[src/include/crc_pkg.sv]
// Constants, carriers and state layout of the programmable CRC generator
`default_nettype none
package crc_pkg;
	// ----------------------------------------
	// Register byte offsets
	// ----------------------------------------
	localparam logic [4:0] OFF_CONTROL    = 5'h00;
	localparam logic [4:0] OFF_TERMS      = 5'h04;
	localparam logic [4:0] OFF_INPUT      = 5'h08;
	localparam logic [4:0] OFF_RESULT     = 5'h0C;
	localparam logic [4:0] OFF_IRQ_STATUS = 5'h10;
	localparam logic [4:0] OFF_IRQ_CLEAR  = 5'h14;
	localparam logic [4:0] OFF_IRQ_ENABLE = 5'h18;

	// ----------------------------------------
	// Control register fields
	// ----------------------------------------
	localparam int HALT_BIT   = 13;
	localparam int COUNT_LSB  = 8;
	localparam int FULL_BIT   = 7;
	localparam int EMPTY_BIT  = 6;
	localparam int GO_BIT     = 4;
	localparam int POLY_LENGTH_MINUS_ONE_LSB   = 0;
	localparam int DONE_BIT   = 0;

	// ----------------------------------------
	// FIFO geometry and reset values
	// ----------------------------------------
	localparam logic [4:0]  DEPTH_LONG  = 5'h10;
	localparam logic [4:0]  DEPTH_SHORT = 5'h08;
	localparam logic [3:0]  POLY_LENGTH_MINUS_ONE_SPLIT  = 4'h7;
	localparam logic [3:0]  POLY_LENGTH_MINUS_ONE_RESET  = 4'h0;
	localparam logic [4:0]  COUNT_RESET = 5'h00;
	localparam logic [15:0] CRC_RESET   = 16'h0000;
	localparam logic [15:0] TERM_RESET  = 16'h0000;

	// ----------------------------------------
	// Carriers
	// ----------------------------------------
	typedef struct packed {
		logic        read;
		logic        write;
		logic [4:0]  address;
		logic [31:0] writedata;
		logic [3:0]  byteenable;
	} bus_req_t;

	typedef struct packed {
		logic [31:0] readdata;
		logic        waitrequest;
	} bus_rsp_t;

	typedef struct packed {
		logic [15:0][15:0] fifo;
		logic [3:0]        wr_ptr;
		logic [3:0]        rd_ptr;
		logic [4:0]        count;
		logic [3:0]        bitpos;
		logic [15:0]       crc;
		logic [15:1]       terms;
		logic [3:0]        poly_length_minus_one;
		logic              go;
		logic              halt_in_idle;
		logic              status;
		logic              enable;
		logic              irq;
		logic              waitrequest;
		logic [31:0]       readdata;
	} crc_state_t;
endpackage
`default_nettype wire

[src/verilog/crc_bit_step.sv]
// One-bit step of the programmable linear feedback shift register
`default_nettype none
module crc_bit_step (
	input  wire logic [15:0] crc,      // Current remainder
	input  wire logic        bit_in,   // Incoming data bit
	input  wire logic [15:1] terms,    // Polynomial terms 15..1
	input  wire logic [3:0]  poly_length_minus_one,     // Length minus one
	output logic      [15:0] next_crc  // Remainder after this bit
);
	logic        fb;
	logic [15:0] mask;
	logic [15:0] poly;

	always_comb begin
		// Top term is implicit: the bit leaving position poly_length_minus_one is the feedback
		fb       = bit_in ^ crc[poly_length_minus_one];
		mask     = 16'hFFFF >> (4'hF - poly_length_minus_one);
		poly     = {terms, 1'b1};
		next_crc = ({crc[14:0], 1'b0} ^ (fb ? poly : 16'h0000)) & mask;
	end
endmodule
`default_nettype wire

[src/verilog/crc_generator.sv]
// Programmable CRC generator with word FIFO, serial shifter and Avalon-MM registers
// What this block does
// - Length field holds polynomial length minus one
// - Term register gives terms 15..1 only
// - FIFO depth 8 above length 7, else 16
// - Write reaching data MSb increments word count
// - Shift while go and count nonzero; decrement
// - One data bit shifted per clock
// - Full at depth, empty at zero
// - Write when full wraps count, no interrupt
// - Interrupt only on count falling one to zero
// - Sleep freezes the shifter, resumes when sleep_req drops
// - Idle with halt bit behaves as Sleep
// - Go clear stops shifter; defined reset values
//
// Implementation choices: the address map and register access over Avalon-MM.
`default_nettype none
module crc_generator (
	input  wire logic              core_clk,  // 100 MHz clock
	input  wire logic              nrst,      // Async reset, active low
	input  wire crc_pkg::bus_req_t bus_req,   // Avalon-MM request
	output crc_pkg::bus_rsp_t      bus_rsp,   // Avalon-MM response
	input  wire logic              sleep_req, // Device in Sleep
	input  wire logic              idle_req,  // Device in Idle
	output logic                   irq        // Level interrupt
);
	// ----------------------------------------
	// State
	// ----------------------------------------
	crc_pkg::crc_state_t s;
	crc_pkg::crc_state_t next_s;

	logic        acc;
	logic        req;
	logic        freeze;
	logic        active;
	logic        push;
	logic        pop;
	logic        wrap;
	logic        full;
	logic        done_evt;
	logic        msb_lane;
	logic [4:0]  depth;
	logic [2:0]  sel;
	logic [15:0] step_crc;
	logic [15:0] ctrl_view;
	logic [15:0] len_mask;

	function automatic logic [3:0] ptr_next(input logic [3:0] p, input logic [4:0] d);
		ptr_next = (p == 4'(d - 5'h01)) ? 4'h0 : p + 4'h1;
	endfunction

	crc_bit_step u_step (
		.crc      (s.crc),
		.bit_in   (s.fifo[s.rd_ptr][s.bitpos]),
		.terms    (s.terms),
		.poly_length_minus_one     (s.poly_length_minus_one),
		.next_crc (step_crc)
	);

	// ----------------------------------------
	// Decode and shifter control
	// ----------------------------------------
	always_comb begin
		req    = bus_req.read | bus_req.write;
		acc    = req & ~s.waitrequest;
		sel    = bus_req.address[4:2];
		depth  = (s.poly_length_minus_one > crc_pkg::POLY_LENGTH_MINUS_ONE_SPLIT) ? crc_pkg::DEPTH_SHORT : crc_pkg::DEPTH_LONG;
		full   = (s.count == depth);
		// Sleep, or Idle with the halt bit, suspends the shifter but not the bus
		freeze = sleep_req | (idle_req & s.halt_in_idle);
		active = s.go & (s.count != 5'h00) & ~freeze;
		pop    = active & (s.bitpos == 4'h0);
		// The word counts once the byte lane holding its MSb is written
		msb_lane = (s.poly_length_minus_one > crc_pkg::POLY_LENGTH_MINUS_ONE_SPLIT) ? bus_req.byteenable[1] : bus_req.byteenable[0];
		push   = acc & bus_req.write & (sel == crc_pkg::OFF_INPUT[4:2]) & msb_lane;
		wrap   = push & full;
		done_evt = pop & ~push & (s.count == 5'h01);
		len_mask = 16'hFFFF >> (4'hF - s.poly_length_minus_one);
		ctrl_view = 16'h0000;
		ctrl_view[crc_pkg::HALT_BIT]                     = s.halt_in_idle;
		ctrl_view[crc_pkg::COUNT_LSB +: 5]               = s.count;
		ctrl_view[crc_pkg::FULL_BIT]                     = full;
		ctrl_view[crc_pkg::EMPTY_BIT]                    = (s.count == 5'h00);
		ctrl_view[crc_pkg::GO_BIT]                       = s.go;
		ctrl_view[crc_pkg::POLY_LENGTH_MINUS_ONE_LSB +: 4]                = s.poly_length_minus_one;
	end

	// ----------------------------------------
	// Next state
	// ----------------------------------------
	always_comb begin
		next_s = s;

		// Shifter: one bit per clock, MSb of each word first
		if (active) begin
			next_s.crc = step_crc;
			if (s.bitpos == 4'h0) begin
				next_s.bitpos = s.poly_length_minus_one;
				next_s.rd_ptr = ptr_next(s.rd_ptr, depth);
			end else begin
				next_s.bitpos = s.bitpos - 4'h1;
			end
		end else if (s.count == 5'h00) begin
			// Realign to the top bit so the next word starts cleanly
			next_s.bitpos = s.poly_length_minus_one;
		end

		// Word count and write side of the FIFO
		if (wrap) begin
			// Overflow discards the queue and looks empty, with no event
			next_s.count  = 5'h00;
			next_s.wr_ptr = 4'h0;
			next_s.rd_ptr = 4'h0;
			next_s.bitpos = s.poly_length_minus_one;
		end else begin
			if (push) begin
				next_s.fifo[s.wr_ptr] = bus_req.writedata[15:0];
				next_s.wr_ptr         = ptr_next(s.wr_ptr, depth);
			end
			next_s.count = s.count + {4'h0, push} - {4'h0, pop};
		end

		// Register writes
		if (acc && bus_req.write) begin
			case (sel)
				crc_pkg::OFF_CONTROL[4:2]: begin
					if (bus_req.byteenable[0]) begin
						next_s.go   = bus_req.writedata[crc_pkg::GO_BIT];
						next_s.poly_length_minus_one = bus_req.writedata[crc_pkg::POLY_LENGTH_MINUS_ONE_LSB +: 4];
					end
					if (bus_req.byteenable[1]) begin
						next_s.halt_in_idle = bus_req.writedata[crc_pkg::HALT_BIT];
					end
				end
				crc_pkg::OFF_TERMS[4:2]: begin
					if (bus_req.byteenable[0]) begin
						next_s.terms[7:1] = bus_req.writedata[7:1];
					end
					if (bus_req.byteenable[1]) begin
						next_s.terms[15:8] = bus_req.writedata[15:8];
					end
				end
				crc_pkg::OFF_RESULT[4:2]: begin
					// Preset of the remainder; a bus write beats a shift in the same cycle
					next_s.crc = bus_req.writedata[15:0] & len_mask;
				end
				crc_pkg::OFF_IRQ_ENABLE[4:2]: begin
					if (bus_req.byteenable[0]) begin
						next_s.enable = bus_req.writedata[crc_pkg::DONE_BIT];
					end
				end
				default: begin
				end
			endcase
		end

		// Sticky status: a new event wins over a clear in the same cycle
		if (acc && bus_req.write && sel == crc_pkg::OFF_IRQ_CLEAR[4:2] && bus_req.byteenable[0]
				&& bus_req.writedata[crc_pkg::DONE_BIT]) begin
			next_s.status = 1'b0;
		end
		if (done_evt) begin
			next_s.status = 1'b1;
		end
		// Interrupt keeps flowing while frozen so pending events still reach the CPU
		next_s.irq = next_s.status & next_s.enable;

		// Bus handshake: one wait cycle, then the access completes
		next_s.waitrequest = ~(req & s.waitrequest);
		next_s.readdata    = 32'h0000_0000;
		if (req && s.waitrequest && bus_req.read) begin
			case (sel)
				crc_pkg::OFF_CONTROL[4:2]:    next_s.readdata = {16'h0000, ctrl_view};
				crc_pkg::OFF_TERMS[4:2]:      next_s.readdata = {16'h0000, s.terms, 1'b0};
				crc_pkg::OFF_RESULT[4:2]:     next_s.readdata = {16'h0000, s.crc};
				crc_pkg::OFF_IRQ_STATUS[4:2]: next_s.readdata = {31'h0000_0000, s.status};
				crc_pkg::OFF_IRQ_ENABLE[4:2]: next_s.readdata = {31'h0000_0000, s.enable};
				default:                      next_s.readdata = 32'h0000_0000;
			endcase
		end
	end

	// ----------------------------------------
	// Registers
	// ----------------------------------------
	always_ff @(posedge core_clk or negedge nrst) begin
		if (!nrst) begin
			s              <= '0;
			s.count        <= crc_pkg::COUNT_RESET;
			s.poly_length_minus_one         <= crc_pkg::POLY_LENGTH_MINUS_ONE_RESET;
			s.crc          <= crc_pkg::CRC_RESET;
			s.terms        <= crc_pkg::TERM_RESET[15:1];
			s.waitrequest  <= 1'b1;
		end else begin
			s <= next_s;
		end
	end

	assign bus_rsp.readdata    = s.readdata;
	assign bus_rsp.waitrequest = s.waitrequest;
	assign irq                 = s.irq;
endmodule
`default_nettype wire

[config.mk]
export PLATFORM = sky130hd
export DESIGN_NAME = crc_generator
export DESIGN_NICKNAME = d
export VERILOG_FILES = /design/src/include/crc_pkg.sv /design/src/verilog/crc_bit_step.sv /design/src/verilog/crc_generator.sv
export SDC_FILE = /design/constraint.sdc
export NUM_CORES = 1
export LEC_CHECK = 0
export BUFFER_PORTS_ARGS = -buffer_cell sky130_fd_sc_hd__buf_2
export CAP_MARGIN = 20
export CORE_MARGIN = 2
export CORE_UTILIZATION = 54
export DETAILED_ROUTE_END_ITERATION = 10
export GPL_ROUTABILITY_DRIVEN = 1
export PLACE_DENSITY = 0.77
export SYNTH_ARGS = -nofsm -noshare
export SYNTH_HDL_FRONTEND = slang
export SYNTH_SLANG_ARGS = --single-unit
export TNS_END_PERCENT = 10
[constraint.sdc]
create_clock -name core_clk -period 4.2 [get_ports core_clk]
set_input_delay 0 -clock core_clk [delete_from_list [all_inputs] [get_ports core_clk]]
set_output_delay 0 -clock core_clk [all_outputs]
set_load 0.01 [all_outputs]
==> impl_metrics.env <==
export IMPL_yosysTopAreaCellShare_pct=49.98
export IMPL_rows=63
export IMPL_ff2ff_setup_slack_ns=0.22
export IMPL_period_share_pct=94.81
export IMPL_gr_total_overflow=0
export IMPL_switching_share_pct=28.81
export IMPL_hpwl_um=24400
export IMPL_ys_types=68
export IMPL_internal_power_uw=5864
export IMPL_relSlewSlack_pct=22.88
export IMPL_slew_violations=0
export IMPL_synth_avg_cell_area_um2=13.21
export IMPL_drtAntennaViolNets=0
export IMPL_setup_tns_ns=0
export IMPL_ir_worst_vdd_mv=0.3227
export IMPL_cp_startpoint="s[82]"
export IMPL_antenna_found_initial=0
export IMPL_leakagePower_uw=0.008730
export IMPL_synthCells=1247
export IMPL_timing_rr_start="s[82]"
export IMPL_crit_chain="buf_16 > mux4_2 > mux2_2 > o21ai_1 > a31oi_1 > o311a_1 > a31oi_4 > xor2_4 > buf_4 > o21ai_0 > o21a_1 > dlygate4sd3_1"
export IMPL_crit_fanout=16
export IMPL_yosys_top_cells_area="dfrtp_1 50%, mux2_2 20%, mux4_2 7.0%"
export IMPL_yosysMostFrequentCell="dfrtp_1"
export IMPL_start_util_pct=55.14
export IMPL_fmax_ghz=0.2511
export IMPL_drtIter0Drc=823
export IMPL_clock_latency_ns=0.52
export IMPL_seqPwrFrac_pct=46.0
export IMPL_clock_sinks=330
export IMPL_port_buffers=44
export IMPL_layout_nets=1312
export IMPL_synth_ff_type="dfrtp_1"
export IMPL_chipWidth_um=178.7
export IMPL_layout_min_cycle_time_ns=3.982
export IMPL_cts_buffer_depth=3
export IMPL_rsz0062_at_grt="no"
export IMPL_die_area_um2=31920
export IMPL_status="completed"
export IMPL_ff2ff_path_depth=12
export IMPL_ys_ff_latch=330
export IMPL_pwr_share_clk_pct=35.2
export IMPL_drc=0
export IMPL_crit_required_ns=4.60
export IMPL_drt_first_pass_iters=7
export IMPL_viasPerCell=6.285
export IMPL_slowest_delay_ns=0.70
export IMPL_worstMarginPinSlew_ns=1.154
export IMPL_pwr_density_cell_nw_per_um2=458.3
export IMPL_endpoint="s[57]"
export IMPL_grt_max_degree=120
export IMPL_path_buf_inv=3
export IMPL_pwr_share_comb_pct=18.8
export IMPL_via_count=10421
export IMPL_place_gp_congestion=0.8978
export IMPL_worst_path_dominant_cell_family="compound AO/OA/AOI/OAI gates"
export IMPL_setup_viol=0
export IMPL_power_net_switching_uw=2373
export IMPL_grt_pass1_wl_um=61180
export IMPL_wl_um=38960
export IMPL_final_layout_size_suffix_gt1_share_pct=37.54
export IMPL_grt_usage_pct=25.27
export IMPL_grt_pass1_vias=10769
export IMPL_critPathCaptureType="flop"
export IMPL_final_util_pct=60.16
export IMPL_worst_hold_path_type="in2reg"
export IMPL_yosysWarnings=0
export IMPL_startpoint_type="flop"
export IMPL_syn_area_um2=16470
export IMPL_skew_ns=0.01636
export IMPL_cp_depth=12
export IMPL_hold_viol=0
export IMPL_wl_per_cell_um=23.50
export IMPL_critPathKind="reg2reg"
export IMPL_cp_slowest_cell="dfrtp_4"
export IMPL_area_delta_synth_final_pct=9.107
export IMPL_cts_resized=0
export IMPL_yosysSeqAreaShare_pct=50.14
export IMPL_clockRootBuffer="clkbuf_16"
export IMPL_n_antenna_cell=0
export IMPL_io_pins=81
export IMPL_tritoncts="built"
export IMPL_htreeDepth=2
export IMPL_fp_coreArea_um2=29870
export IMPL_synth_edff_count=0
export IMPL_synth_common_cells="329 x dfrtp_1, 293 x mux2_2, 82 x nand2_1, 65 x clkbuf_1, 64 x nor2_1"
export IMPL_die_h_um=178.7
export IMPL_yosys_area_top_type="dfrtp_1"
export IMPL_numCtsBuffers=35
export IMPL_async_reset_ff_share_pct=100.0
export IMPL_cp_data_arrival_time_ns=4.38
export IMPL_r2r_end="s[57]"
export IMPL_max_cap_violations=0
export IMPL_cts_clk_slew_worst_paths_ns=0.06
through the flow:
stage / cell area, um2 / hold slack (ns) / instances / setup WS (ns) / power [uW]
floorplan: 16530 / -0.2956 / 1262 / 1.152 / 4940
global placement: 16800 / 0.1429 / 1594 / 0.5309 / 5291
detailed placement: 16800 / 0.1632 / 1594 / 0.5167 / 5342
CTS: 17950 / 0.0001683 / 1657 / 0.1128 / 8251
global route: 17970 / 0.02035 / 1658 / 0.003461 / 8605
finish: 17970 / 0.007775 / 1658 / 0.2180 / 8237
repair_timing:
action / 4_1_cts / 5_1_grt
endpoints found under the setup margin: 0 / 1
endpoints found under the hold margin: 122 / 0
setup buffers: 0 / 1
hold buffers: 9 / 0
tightest hold or removal path: stages:
cell      delay, ns
buf_2          0.29
a221oi_1       0.13
nand2_1        0.06
final cells by class:
cell class	count	area (um2)
clock buffers	51	1039
clock inverters	3	17.52
fillers	2290	11900
inverters	20	75.07
multi-input cells	788	7527
flip-flops and latches	330	8264
well taps	390	488.0
repair buffers	76	563.0
power by group through the flow:
| stage | combinational (uW) | sequential [uW] | clock, uW |
|---|---|---|---|
| floorplan | 1300 | 3640 | 0 |
| global placement | 1460 | 3830 | 0 |
| detailed placement | 1500 | 3840 | 0 |
| CTS | 1520 | 3780 | 2940 |
| global route | 1700 | 3810 | 3090 |
| finish | 1550 | 3790 | 2900 |
how the worst min path moves through the flow:
| stage | depth (start not counted) | start | slack (ns) | end |
|---|---|---|---|---|
| floorplan | 0 | nrst | -0.30 | bus_rsp[10] |
| global placement | 1 | nrst | 0.14 | bus_rsp[1] |
| detailed placement | 1 | nrst | 0.16 | bus_rsp[1] |
| CTS | 3 | bus_req[12] | 0.0002 | s[65] |
| global route | 3 | bus_req[12] | 0.02 | s[65] |
| finish | 3 | bus_req[12] | 0.008 | s[65] |
placed cells by master (no fill, tap or decap), types with 7 or more instances in the layout:
cell type      instances
buf_2                 43
nand2_1               82
and3_1                 8
dlygate4sd3_1          9
a21oi_1               29
nand3_1               16
buf_4                 18
mux2i_1               34
nor2b_1                7
and2_1                 9
ha_1                  13
inv_1                 19
mux4_1                12
o21ai_0               10
nor2_1                64
dfrtp_1              327
a32oi_1               12
nand3b_1              25
clkbuf_16             37
conb_1                16
mux4_2                51
a22oi_1               11
mux2_2               293
clkbuf_1               8
flip-flops by register name (all words and copies together), names as in the netlist:
name and flops:
s 301, bus_rsp 17, ctrl_view 11, irq 1
layer usage:
layer / wire length (um) / GRT usage (%) / up-vias
li1: - / - / 4511
met2: 18730 / 41.83 / 395
met1: 16350 / 33.50 / 5404
met5: 0 / 0 / -
met3: 2193 / 3.711 / 111
met4: 1688 / 10.84 / 0
cell families after synthesis:
family / after synthesis / synth area share, %
muxes: 399 / 31.73
DFF: 330 / 50.14
and+or+nand+nor: 245 / 7.337
buffers and inverters: 144 / 4.512
AOI/OAI and AO/OA: 106 / 4.610
adders and majority gates: 14 / 1.109
xor gates and xnor gates: 8 / 0.5393
other: 1 / 0.02276
Power figures use the tool's default switching activity.
